[config.mk]
export PLATFORM = sky130hd
export DESIGN_NAME = irt_timer_pair
export DESIGN_NICKNAME = d
export VERILOG_FILES = /design/src/verilog/irt_timer_pair.v /design/src/verilog/irt_edge_sync.v
export VERILOG_INCLUDE_DIRS = /design/src /design/src/include
export SDC_FILE = /design/constraint.sdc
export NUM_CORES = 1
export LEC_CHECK = 0
export BUFFER_PORTS_ARGS = -buffer_cell sky130_fd_sc_hd__clkbuf_2
export CAP_MARGIN = 10
export CORE_MARGIN = 5
export CORE_UTILIZATION = 42
export DETAILED_ROUTE_END_ITERATION = 7
export GPL_ROUTABILITY_DRIVEN = 0
export PLACE_DENSITY_LB_ADDON = 0.1
export REMOVE_ABC_BUFFERS = 1
export SYNTH_ARGS = -nofsm -noshare
export SYNTH_HDL_FRONTEND = slang
export SYNTH_SLANG_ARGS = --single-unit
export TNS_END_PERCENT = 50
[constraint.sdc]
create_clock -name core_clk -period 3.85 [get_ports core_clk]
set_clock_uncertainty 0.1 [all_clocks]
set_input_delay 0.385 -clock core_clk [delete_from_list [all_inputs] [get_ports core_clk]]
set_output_delay 0.385 -clock core_clk [all_outputs]
set_load 0.02 [all_outputs]
[src/include/irt_defs.vh]
/*
 * Shared constants of the infrared timer pair: register indexes,
 * field positions, mode codes and reset values.
 * Assumes inclusion by bare name from files under verilog/.
 */
`ifndef IRT_DEFS_VH
`define IRT_DEFS_VH

// ----------------------------------------------------------------
// Register indexes (byte address is four times the index)
// ----------------------------------------------------------------
`define IRT_IDX_CTL0 4'h0
`define IRT_IDX_CTL1 4'h1
`define IRT_IDX_CTL2 4'h2
`define IRT_IDX_AUX 4'h3
`define IRT_IDX_HI8 4'h4
`define IRT_IDX_LO8 4'h5
`define IRT_IDX_RH16 4'h6
`define IRT_IDX_RL16 4'h7
`define IRT_IDX_CAPH 4'h8
`define IRT_IDX_CAPL 4'h9
`define IRT_IDX_PRESC 4'ha
`define IRT_AW 6

// ----------------------------------------------------------------
// Field positions
// ----------------------------------------------------------------
`define IRT_B_EN 7
`define IRT_B_MODE 6
`define IRT_B_ST 5
`define IRT_B_CST 3
`define IRT_B_CIEN 2
`define IRT_B_IEN 1
`define IRT_B_DEMOD 6
`define IRT_B_ESEL_HI 5
`define IRT_B_ESEL_LO 4
`define IRT_B_PP_HI 3
`define IRT_B_PP_LO 2
`define IRT_B_INIT8 1
`define IRT_B_INIT16 0
`define IRT_B_AUX_EN16 7
`define IRT_B_AUX_EN8 6
`define IRT_B_SYNC 5

// ----------------------------------------------------------------
// Codes and values
// ----------------------------------------------------------------
`define IRT_PP_ON 2'b01
`define IRT_PP_OFF 2'b00
`define IRT_AUX_RSVD 5'h1f
`define IRT_ONE8 8'h01
`define IRT_ONE16 16'h0001
`define IRT_ZERO16 16'h0000
`define IRT_ALL16 16'hffff
`define IRT_RST8 8'h00
`define IRT_RST16 16'h0000

`endif

[src/verilog/irt_timer_pair.v]
/*
 * Paired 8-bit and 16-bit infrared down-counters with ping-pong
 * transmit, 16-bit demodulation capture and an APB register slave.
 * Assumes one clock core_clk, asynchronous reset rst, and a
 * synchronous stop_recover pulse for stop-mode recovery.
 */
`timescale 1ns/10ps
`default_nettype none
`include "irt_defs.vh"

// Function
// RULE1 - Demod, ignore bit set: edges after the first are ignored, counting continues.
// RULE2 - Demod, ignore set: 8-bit timeout captures 16-bit count, interrupt if enabled.
// RULE3 - That timeout capture never reloads the 16-bit count.
// RULE4 - Ignore bit written 0 then 1: next selected edge captures and reloads.
// RULE5 - Demod 16-bit reaching zero wraps to all ones, sets status, interrupts.
// RULE6 - Software uses ping-pong only for transmit, single-pass, via mode field.
// RULE7 - Software starts ping-pong by enabling either timer.
// RULE8 - Enabling 8-bit timer sets its output level and loads high or low count.
// RULE9 - 8-bit terminal count disables it, enables 16-bit with initial level, load.
// RULE10 - 16-bit terminal count in ping-pong stops it and re-enables 8-bit.
// RULE11 - Each terminal count in ping-pong interrupts if that timer enables it.
// RULE12 - Writing zero to the ping-pong field ends ping-pong.
// RULE13 - Hardware alternates both enable bits during ping-pong.
// RULE14 - Each terminal count in ping-pong sets that timer's status bit.
// RULE15 - Software should stop timers and clear flags before selecting ping-pong.
// RULE16 - Auxiliary reserved low bits ignore writes and read as ones.
// RULE17 - Auxiliary enable bits read run state; write 0 stops, 1 enables.
// RULE18 - Sync-mode bit: 1 enables, reset clears, stop recovery keeps it.
// RULE19 - Demod: reloads all ones; first edge captures, reloads, starts counting. Code reloads the RH16/RL16 value, not all ones.
// RULE20 - Active edge chosen rising, falling or both by a two-bit field.
// RULE21 - Both timers count on prescaled ticks, all bits synchronous to core_clk.
module irt_timer_pair (
    input wire core_clk,
    input wire rst,
    input wire stop_recover,
    input wire psel,
    input wire penable,
    input wire pwrite,
    input wire [`IRT_AW-1:0] paddr,
    input wire [31:0] pwdata,
    output wire [31:0] prdata,
    output wire pready,
    output wire pslverr,
    input wire carrier_in,
    output wire short_timer_output,
    output wire long_timer_output,
    output wire short_timer_irq,
    output wire long_timer_irq
);

// ----------------------------------------------------------------
// Address decode
// ----------------------------------------------------------------
function hit;
    input [`IRT_AW-1:0] a;
    input [3:0] idx;
    begin
        hit = (a[`IRT_AW-1:2] == idx) && (a[1:0] == 2'b00);
    end
endfunction

// ----------------------------------------------------------------
// State
// ----------------------------------------------------------------
reg [31:0] prdata_reg;
reg pready_reg;
reg pslverr_reg;
reg en8_reg;
reg mode8_reg;
reg st8_reg;
reg ien8_reg;
reg demod_reg;
reg [1:0] esel_reg;
reg [1:0] ppm_reg;
reg init8_reg;
reg init16_reg;
reg en16_reg;
reg ign16_reg;
reg st16_reg;
reg cst16_reg;
reg cien16_reg;
reg ien16_reg;
reg sync_reg;
reg armed_reg;
reg [7:0] hi8_reg;
reg [7:0] lo8_reg;
reg [7:0] rh16_reg;
reg [7:0] rl16_reg;
reg [15:0] cap_reg;
reg [7:0] presc_reg;
reg [7:0] pcnt_reg;
reg [7:0] cnt8_reg;
reg [15:0] cnt16_reg;
reg out8_reg;
reg out16_reg;
reg irq8_reg;
reg irq16_reg;
reg [31:0] rd_next;
reg rd_ok_next;

wire rise;
wire fall;

// Carrier pin passes two flops inside the edge detector
irt_edge_sync u_sync (
    .core_clk(core_clk),
    .rst(rst),
    .carrier_in(carrier_in),
    .rise(rise),
    .fall(fall)
);

// ----------------------------------------------------------------
// Write strobes and derived events
// ----------------------------------------------------------------
wire wr = psel & penable & pready_reg & pwrite;
wire w_ctl0 = wr & hit(paddr, `IRT_IDX_CTL0);
wire w_ctl1 = wr & hit(paddr, `IRT_IDX_CTL1);
wire w_ctl2 = wr & hit(paddr, `IRT_IDX_CTL2);
wire w_aux = wr & hit(paddr, `IRT_IDX_AUX);
// CTL0 and CTL2 each carry an enable; aux mirrors both
wire wen8 = w_ctl0 | w_aux;
wire wval8 = w_ctl0 ? pwdata[`IRT_B_EN] : pwdata[`IRT_B_AUX_EN8];
wire wen16 = w_ctl2 | w_aux;
wire wval16 = w_ctl2 ? pwdata[`IRT_B_EN] : pwdata[`IRT_B_AUX_EN16];
wire start8 = wen8 & wval8 & ~en8_reg;
wire start16 = wen16 & wval16 & ~en16_reg;
wire rearm = w_ctl2 & pwdata[`IRT_B_MODE] & ~ign16_reg;
wire pp_on = (ppm_reg == `IRT_PP_ON);
wire tick = (pcnt_reg == `IRT_RST8);
wire edge_hit = (esel_reg[0] & rise) | (esel_reg[1] & fall); // see RULE20
wire term8 = en8_reg & tick & (cnt8_reg == `IRT_ONE8);
wire term16 = en16_reg & tick & ~demod_reg & (cnt16_reg == `IRT_ONE16);
wire [15:0] reload16 = {rh16_reg, rl16_reg};

// ----------------------------------------------------------------
// Read mux
// ----------------------------------------------------------------
// Unused bits read zero; unknown addresses answer with an error
always @* begin
    rd_next = 32'h0000_0000;
    rd_ok_next = 1'b1;
    case (paddr[`IRT_AW-1:2])
        `IRT_IDX_CTL0: rd_next[7:0] = {en8_reg, mode8_reg, st8_reg,
                                       3'b000, ien8_reg, 1'b0};
        `IRT_IDX_CTL1: rd_next[7:0] = {1'b0, demod_reg, esel_reg,
                                       ppm_reg, init8_reg, init16_reg};
        `IRT_IDX_CTL2: rd_next[7:0] = {en16_reg, ign16_reg, st16_reg, 1'b0,
                                       cst16_reg, cien16_reg, ien16_reg, 1'b0};
        // Run state mirrored; reserved bits fixed at ones
        `IRT_IDX_AUX: rd_next[7:0] = {en16_reg, en8_reg, sync_reg,
                                      `IRT_AUX_RSVD}; // see RULE16, see RULE17
        `IRT_IDX_HI8: rd_next[7:0] = hi8_reg;
        `IRT_IDX_LO8: rd_next[7:0] = lo8_reg;
        `IRT_IDX_RH16: rd_next[7:0] = rh16_reg;
        `IRT_IDX_RL16: rd_next[7:0] = rl16_reg;
        `IRT_IDX_CAPH: rd_next[7:0] = cap_reg[15:8];
        `IRT_IDX_CAPL: rd_next[7:0] = cap_reg[7:0];
        `IRT_IDX_PRESC: rd_next[7:0] = presc_reg;
        default: rd_ok_next = 1'b0;
    endcase
    if (paddr[1:0] != 2'b00) begin
        rd_ok_next = 1'b0;
    end
end

// ----------------------------------------------------------------
// APB handshake: answer prepared in setup, completes first access
// ----------------------------------------------------------------
always @(posedge core_clk or posedge rst) begin
    if (rst) begin
        prdata_reg <= 32'h0000_0000;
        pready_reg <= 1'b0;
        pslverr_reg <= 1'b0;
    end else if (psel & ~penable & ~pready_reg) begin
        prdata_reg <= (pwrite | ~rd_ok_next) ? 32'h0000_0000 : rd_next;
        pslverr_reg <= ~rd_ok_next;
        pready_reg <= 1'b1;
    end else begin
        pready_reg <= 1'b0;
        pslverr_reg <= 1'b0;
    end
end

// ----------------------------------------------------------------
// Sync-mode bit: kept across stop-mode recovery
// ----------------------------------------------------------------
always @(posedge core_clk or posedge rst) begin
    if (rst) begin
        sync_reg <= 1'b0; // see RULE18
    end else if (w_aux) begin
        sync_reg <= pwdata[`IRT_B_SYNC]; // see RULE18
    end
end

// ----------------------------------------------------------------
// Registers, timers and ping-pong sequencing
// ----------------------------------------------------------------
// Later assignments win, so hardware events override software
// clears in the same cycle and flags are never lost.
always @(posedge core_clk or posedge rst) begin
    if (rst) begin
        en8_reg <= 1'b0;
        mode8_reg <= 1'b0;
        st8_reg <= 1'b0;
        ien8_reg <= 1'b0;
        demod_reg <= 1'b0;
        esel_reg <= 2'b00;
        ppm_reg <= `IRT_PP_OFF;
        init8_reg <= 1'b0;
        init16_reg <= 1'b0;
        en16_reg <= 1'b0;
        ign16_reg <= 1'b0;
        st16_reg <= 1'b0;
        cst16_reg <= 1'b0;
        cien16_reg <= 1'b0;
        ien16_reg <= 1'b0;
        armed_reg <= 1'b0;
        hi8_reg <= `IRT_RST8;
        lo8_reg <= `IRT_RST8;
        rh16_reg <= `IRT_RST8;
        rl16_reg <= `IRT_RST8;
        cap_reg <= `IRT_RST16;
        presc_reg <= `IRT_RST8;
        pcnt_reg <= `IRT_RST8;
        cnt8_reg <= `IRT_RST8;
        cnt16_reg <= `IRT_RST16;
        out8_reg <= 1'b0;
        out16_reg <= 1'b0;
        irq8_reg <= 1'b0;
        irq16_reg <= 1'b0;
    end else if (stop_recover) begin
        // Stop-mode recovery clears enables, status, ping-pong, arming and outputs, not the sync bit
        en8_reg <= 1'b0;
        en16_reg <= 1'b0;
        st8_reg <= 1'b0;
        st16_reg <= 1'b0;
        cst16_reg <= 1'b0;
        ppm_reg <= `IRT_PP_OFF;
        armed_reg <= 1'b0;
        out8_reg <= 1'b0;
        out16_reg <= 1'b0;
        irq8_reg <= 1'b0;
        irq16_reg <= 1'b0;
        pcnt_reg <= `IRT_RST8;
    end else begin
        irq8_reg <= 1'b0;
        irq16_reg <= 1'b0;
        // Prescaler gives one tick every presc+1 cycles
        pcnt_reg <= tick ? presc_reg : pcnt_reg - `IRT_ONE8; // see RULE21

        // Plain register stores; status bits clear on write of one
        if (w_ctl0) begin
            mode8_reg <= pwdata[`IRT_B_MODE];
            ien8_reg <= pwdata[`IRT_B_IEN];
            if (pwdata[`IRT_B_ST]) st8_reg <= 1'b0;
        end
        if (w_ctl1) begin
            demod_reg <= pwdata[`IRT_B_DEMOD];
            esel_reg <= pwdata[`IRT_B_ESEL_HI:`IRT_B_ESEL_LO];
            ppm_reg <= pwdata[`IRT_B_PP_HI:`IRT_B_PP_LO]; // see RULE12
            init8_reg <= pwdata[`IRT_B_INIT8];
            init16_reg <= pwdata[`IRT_B_INIT16];
        end
        if (w_ctl2) begin
            ign16_reg <= pwdata[`IRT_B_MODE];
            cien16_reg <= pwdata[`IRT_B_CIEN];
            ien16_reg <= pwdata[`IRT_B_IEN];
            if (pwdata[`IRT_B_ST]) st16_reg <= 1'b0;
            if (pwdata[`IRT_B_CST]) cst16_reg <= 1'b0;
        end
        if (wr & hit(paddr, `IRT_IDX_HI8)) hi8_reg <= pwdata[7:0];
        if (wr & hit(paddr, `IRT_IDX_LO8)) lo8_reg <= pwdata[7:0];
        if (wr & hit(paddr, `IRT_IDX_RH16)) rh16_reg <= pwdata[7:0];
        if (wr & hit(paddr, `IRT_IDX_RL16)) rl16_reg <= pwdata[7:0];
        if (wr & hit(paddr, `IRT_IDX_PRESC)) presc_reg <= pwdata[7:0];

        // Software enable and stop of each timer
        if (wen8) en8_reg <= wval8; // see RULE17
        if (wen16) en16_reg <= wval16; // see RULE17
        if (rearm) armed_reg <= 1'b1; // see RULE4

        // 8-bit timer
        if (start8) begin
            out8_reg <= init8_reg; // see RULE8
            cnt8_reg <= init8_reg ? hi8_reg : lo8_reg; // see RULE8
        end else if (term8) begin
            out8_reg <= ~out8_reg;
            st8_reg <= 1'b1; // see RULE14
            if (ien8_reg) irq8_reg <= 1'b1; // see RULE11
            if (mode8_reg) begin
                cnt8_reg <= `IRT_RST8;
                en8_reg <= 1'b0; // see RULE9, see RULE13
            end else begin
                cnt8_reg <= out8_reg ? lo8_reg : hi8_reg;
            end
        end else if (en8_reg & tick) begin
            cnt8_reg <= cnt8_reg - `IRT_ONE8; // see RULE21
        end

        // 16-bit timer, transmit side
        if (~demod_reg) begin
            if (start16) begin
                out16_reg <= init16_reg;
                cnt16_reg <= reload16;
            end else if (term16) begin
                out16_reg <= ~out16_reg;
                st16_reg <= 1'b1; // see RULE14
                if (ien16_reg) irq16_reg <= 1'b1; // see RULE11
                if (ign16_reg) begin
                    cnt16_reg <= `IRT_ZERO16;
                    en16_reg <= 1'b0; // see RULE10, see RULE13
                end else begin
                    cnt16_reg <= reload16;
                end
            end else if (en16_reg & tick) begin
                cnt16_reg <= cnt16_reg - `IRT_ONE16; // see RULE21
            end
        end

        // 16-bit timer, demodulation side
        if (demod_reg) begin
            // Enabling waits for the first edge before counting starts
            if (start16) armed_reg <= 1'b1; // see RULE19
            if (en16_reg & tick & armed_reg) begin
                cnt16_reg <= cnt16_reg;
            end else if (en16_reg & tick) begin
                if (cnt16_reg == `IRT_ZERO16) begin
                    cnt16_reg <= `IRT_ALL16; // see RULE5
                    st16_reg <= 1'b1; // see RULE5
                    if (ien16_reg) irq16_reg <= 1'b1; // see RULE5
                end else begin
                    cnt16_reg <= cnt16_reg - `IRT_ONE16;
                end
            end
            // 8-bit timeout snapshots the count without reloading
            if (en16_reg & ~armed_reg & ign16_reg & term8) begin
                cap_reg <= cnt16_reg; // see RULE2, see RULE3
                if (cien16_reg) irq16_reg <= 1'b1; // see RULE2
            end
            // Edge capture: first edge always, later ones only when not ignored
            if (en16_reg & edge_hit & (armed_reg | ~ign16_reg)) begin // see RULE1
                cap_reg <= ~cnt16_reg; // see RULE19
                cnt16_reg <= reload16; // see RULE4, see RULE19
                cst16_reg <= 1'b1;
                armed_reg <= 1'b0; // see RULE4
                if (cien16_reg) irq16_reg <= 1'b1;
            end
        end

        // Ping-pong hand-over: each single-pass terminal count starts the other timer
        if (pp_on & ~demod_reg & term8 & mode8_reg) begin
            en16_reg <= 1'b1; // see RULE9, see RULE13
            out16_reg <= init16_reg; // see RULE9
            cnt16_reg <= reload16; // see RULE9
        end
        if (pp_on & term16 & ign16_reg) begin
            en8_reg <= 1'b1; // see RULE10, see RULE13
            out8_reg <= init8_reg; // see RULE8
            cnt8_reg <= init8_reg ? hi8_reg : lo8_reg; // see RULE10
        end
    end
end

// ----------------------------------------------------------------
// Outputs
// ----------------------------------------------------------------
assign prdata = prdata_reg;
assign pready = pready_reg;
assign pslverr = pslverr_reg;
assign short_timer_output = out8_reg;
assign long_timer_output = out16_reg;
assign short_timer_irq = irq8_reg;
assign long_timer_irq = irq16_reg;

endmodule // irt_timer_pair

`default_nettype wire

[src/verilog/irt_edge_sync.v]
/*
 * Carrier pin synchroniser and edge detector.
 * Assumes carrier_in is asynchronous to core_clk.
 */
`timescale 1ns/10ps
`default_nettype none

module irt_edge_sync (
    input wire core_clk,
    input wire rst,
    input wire carrier_in,
    output wire rise,
    output wire fall
);

reg meta_reg;
reg sync_reg;
reg last_reg;
reg rise_reg;
reg fall_reg;

// ----------------------------------------------------------------
// Two stages, then a delayed copy for edge compare
// ----------------------------------------------------------------
// Only the second stage looks at the first, to keep metastability out
always @(posedge core_clk or posedge rst) begin
    if (rst) begin
        meta_reg <= 1'b0;
        sync_reg <= 1'b0;
        last_reg <= 1'b0;
        rise_reg <= 1'b0;
        fall_reg <= 1'b0;
    end else begin
        meta_reg <= carrier_in;
        sync_reg <= meta_reg;
        last_reg <= sync_reg;
        rise_reg <= sync_reg & ~last_reg;
        fall_reg <= ~sync_reg & last_reg;
    end
end

assign rise = rise_reg;
assign fall = fall_reg;

endmodule // irt_edge_sync

`default_nettype wire

==> results.txt <==
- Across the run, the number of max-cap violations was 0.
- TritonCTS clock tree: built
- Time the final worst path needs with I/O delays and setup: between 3 and 4 ns
- Fill cell count: approximately 1600
- Clock Tree Buf Depth: 2
- Dividing the detail-routed via count by the number of cells gives between 6 and 7.
- Counting flops and latches in the post-synthesis netlist gives about 130.
- Row generation in the floorplan step produced between 40 and 50 rows.
- Internal cell power: between 2 and 3 mW
* Largest net degree at the start of global routing: 83
- Worst VDD drop: roughly 0.00030 V
- After synthesis, the most frequently instantiated cells are 126 x dfrtp_1, 80 x nor2_1, 55 x mux2_2, 48 x nand2_1, 44 x a21oi_1.
* Library cell occupying the most area in the post-synthesis netlist: dfrtp_1
* Clock power share: 47.7%
- Ports: 83
- HPWL after DPL: around 17000 um
- Global routing consumed, over all layers together, roughly a quarter of the routing resources.
- Worst-case register-to-register setup slack: 0.77 ns
- The number of cells on the worst reg-to-reg path is 9.
- The final hold violation count was 0.
- Die height: about 140 um
- The kind of cell with the highest combined delay along the critical path is simple AND/OR/NAND/NOR gates.
- Sum Neg Setup Slack: 0 ns
- Area of the die: between 0.02 and 0.025 mm2
* Post-route DRC: 0
* Sequential element share of the synthesized area: between 40% and 50%
- The core region is between 0.015 and 0.02 mm2.
- The detail route stage leaves a number of antenna-violating nets equal to 0.
- Data on the critical path is required at its endpoint by 4.04 ns.
* CTS sink cnt: 126
- Initial cell density of the core: a little over two fifths
- For this run, the slowest stage of the critical path takes ~0.51 ns.
- Number of synthesized flops with an enable pin: 0
- Outcome: finished, final reports clean
* Fraction of layout cells with a size suffix above 1: between 20% and 30%
- The number of pins with negative max-slew slack in the final report came to 0.
- After clock tree synthesis, the flow added hold-fix buffers numbering 1.
- At the pin with the least slew margin, the transition time is about 1.1 ns.
- Final nets: 834
- Fraction of the cycle the final worst path needs: between 70% and 80%
- Remaining global-route overflow: 0
- Clock latency on the worst-skew pair: approximately 0.43 ns
- Initial DRC Count: about 460
- Number of distinct library cells after synthesis: 77
- Crit Path Max Fanout: 15
- Clock-pin slew was measured on the worst setup and hold paths at about 0.06 ns.
* CTS root buf: clkbuf_16
- From left edge to right edge, the die measures 143.0 um.
* Comb pwr share: approximately an eighth
- Achievable clock frequency: about 320 MHz
- The critical path contains buffers and inverters numbering 2 combined.
- Net switching is between 20% and 30% of the power.
* Normalized max-slew margin: between 20% and 30%
- Antenna fix cells: 0
* Kind of start point of the critical path: register
- Hold timing on the final database bottoms out at a slack of approximately 0.089 ns.
- The critical path is of the register to register type.
- The number of antenna violations at the first check in global routing came to 0.
- Startpoint of the worst-slack reg-to-reg timing path: pcnt_reg[0]
- CTS HTree Levels: 4
- The most common cell in the synthesized netlist is dfrtp_1.
* CP Cell Sequence: inv_1, ha_1, or3b_2, nor4b_4, buf_4, and4_1, nor2_2, a221oi_1, a211oi_2
- DR vias: between 6000 and 7000
* Critical-path cell with the highest stage delay: or3b_2
- Worst r2r dst: cnt16_reg[1]
* HP Class: input port to async pin
- Synthesized area per cell: around 9.8 um2
- Buffers inserted during clock tree synthesis total 17.
- The number of gates resized after CTS was 0.
- Post-Synthesis Cell Area: around 0.0074 mm2
- Data arrival time of the critical path: 3.27 ns
* Vias in the first global route: roughly 6100
- Crit. End Element: register
- Gate Count Post-Synth: 759
- Cell types with the largest area share after synthesis: dfrtp_1 42%, mux2_2 8.3%, nor2_1 4.0%, mux2i_1 3.4%, a21oi_1 3.0%
* Unrepaired setup endpoints after global routing: no
- Final Routed Wirelength: approximately 23000 um
- Proportion of power drawn by flip-flops and latches: between 30% and 40%
- In this run the power spent charging and discharging nets is approximately 1.0 mW.
- Static leakage: around 3.5 nW
* Power density over cell area: between 400 and 500 mW/mm2
- Total setup violations reported at the end of the flow: 0
- Number of setup buffers added after CTS: 0
* Main synth FF type: dfrtp_1
* Portion of synthesized cell area occupied by the leading cell type: a little over two fifths
* First-pass iteration count of the detailed router: 5
- In the synthesized netlist the async set-or-reset flop fraction comes to between 90% and 100%.
- Relative area change from synthesis to final layout: 12.73%
- First-pass GRT wire length: between 30000 and 40000 um
- Count of input and output buffers: 34
- The Yosys step of the flow raised 0 warnings.
- Avg WL per Cell: roughly 23 um
* Final core area utilization: between 40% and 50%
## cell usage in the layout (no fill, tap or decap), types with 8 or more instances in the layout
cell | netlist | final
a211oi_1 | 23 | 23
a21oi_1 | 44 | 44
a221oi_1 | 8 | 8
a22o_1 | 9 | 9
a22oi_1 | 17 | 17
buf_4 | 26 | 17
clkbuf_16 | 0 | 17
clkbuf_2 | 0 | 34
conb_1 | 1 | 24
dfrtp_1 | 126 | 126
inv_1 | 13 | 12
mux2_2 | 55 | 55
mux2i_1 | 25 | 25
nand2_1 | 48 | 48
nand3_1 | 16 | 16
nor2_1 | 80 | 80
nor2b_1 | 13 | 13
nor3_1 | 28 | 28
o21ai_0 | 12 | 12
o22ai_1 | 8 | 8
xnor2_1 | 23 | 23
## layout make-up
type / instances / area [um2] / share of cell area (%)
clock inverter: 14 / 202.7 / 2.420
multi-input combinational: 571 / 3919 / 46.80
clock buffer: 18 / 439.2 / 5.244
timing repair buffer: 53 / 327.8 / 3.915
inverter: 13 / 51.30 / 0.6126
tap: 225 / 281.5 / 3.362
sequential: 126 / 3153 / 37.65
## power groups by stage
stage                     clock, mW  combinational [mW]  sequential, mW
after floorplan                   0               0.344            1.46
after CTS                      1.79               0.490            1.45
final                          1.77               0.489            1.45
after detailed placement          0               0.486            1.47
after global routing           1.86               0.539            1.46
after global placement            0               0.474            1.47
## layer usage
layer  track usage (%)  wire length [um]  vias to the layer above  share of wire, %
li1                  -                 -                     2789                 -
met1             31.73             10180                     3114                43
met2             36.30             11030                      241                47
met3             5.057              1398                       43               6.0
met4             10.26               852                        0               3.6
met5                 0                 0                        -                 0
## stage by stage
step	setup slack (ns)	cells	power (mW)	instance area (um2)
6_report	0.7703	1020	3.715	8374
2_1_floorplan	0.009065	710	1.801	7121
5_1_grt	0.6754	1020	3.860	8374
4_1_cts	0.8199	1020	3.731	8374
3_5_place_dp	0.8398	987	1.960	7722
3_3_place_gp	0.9222	987	1.946	7722
## worst max-delay path by stage
stage | from | end | cells after the start
6_report | pcnt_reg[0] | cnt16_reg[1] | 9
5_1_grt | pcnt_reg[0] | cnt16_reg[1] | 9
4_1_cts | pcnt_reg[0] | cnt16_reg[1] | 9
3_5_place_dp | pcnt_reg[0] | cnt16_reg[1] | 9
3_3_place_gp | pwrite | cnt16_reg[10] | 8
2_1_floorplan | rst | armed_reg | 1
## logic make-up after synthesis
| group | after synthesis | synth area share [%] |
|---|---|---|
| compound gates | 172 | 16.34 |
| xor+xnor | 30 | 3.537 |
| fa+ha+maj | 7 | 1.179 |
| buf+inv | 85 | 5.963 |
| flops | 126 | 42.45 |
| mux | 82 | 12.31 |
| other cells | 1 | 0.05048 |
| simple gates | 256 | 18.17 |
## worst reg2reg max path, delay by kind of cell, from the launching register on
kind / cells / cell delay, ns
AOI/OAI and AO/OA: 2 / 0.47
adders and majority gates: 1 / 0.21
buffers and inverters: 2 / 0.31
DFF: 1 / 0.41
and+or+nand+nor: 4 / 1.43
No activity file was read; power rests on OpenSTA's default activity.
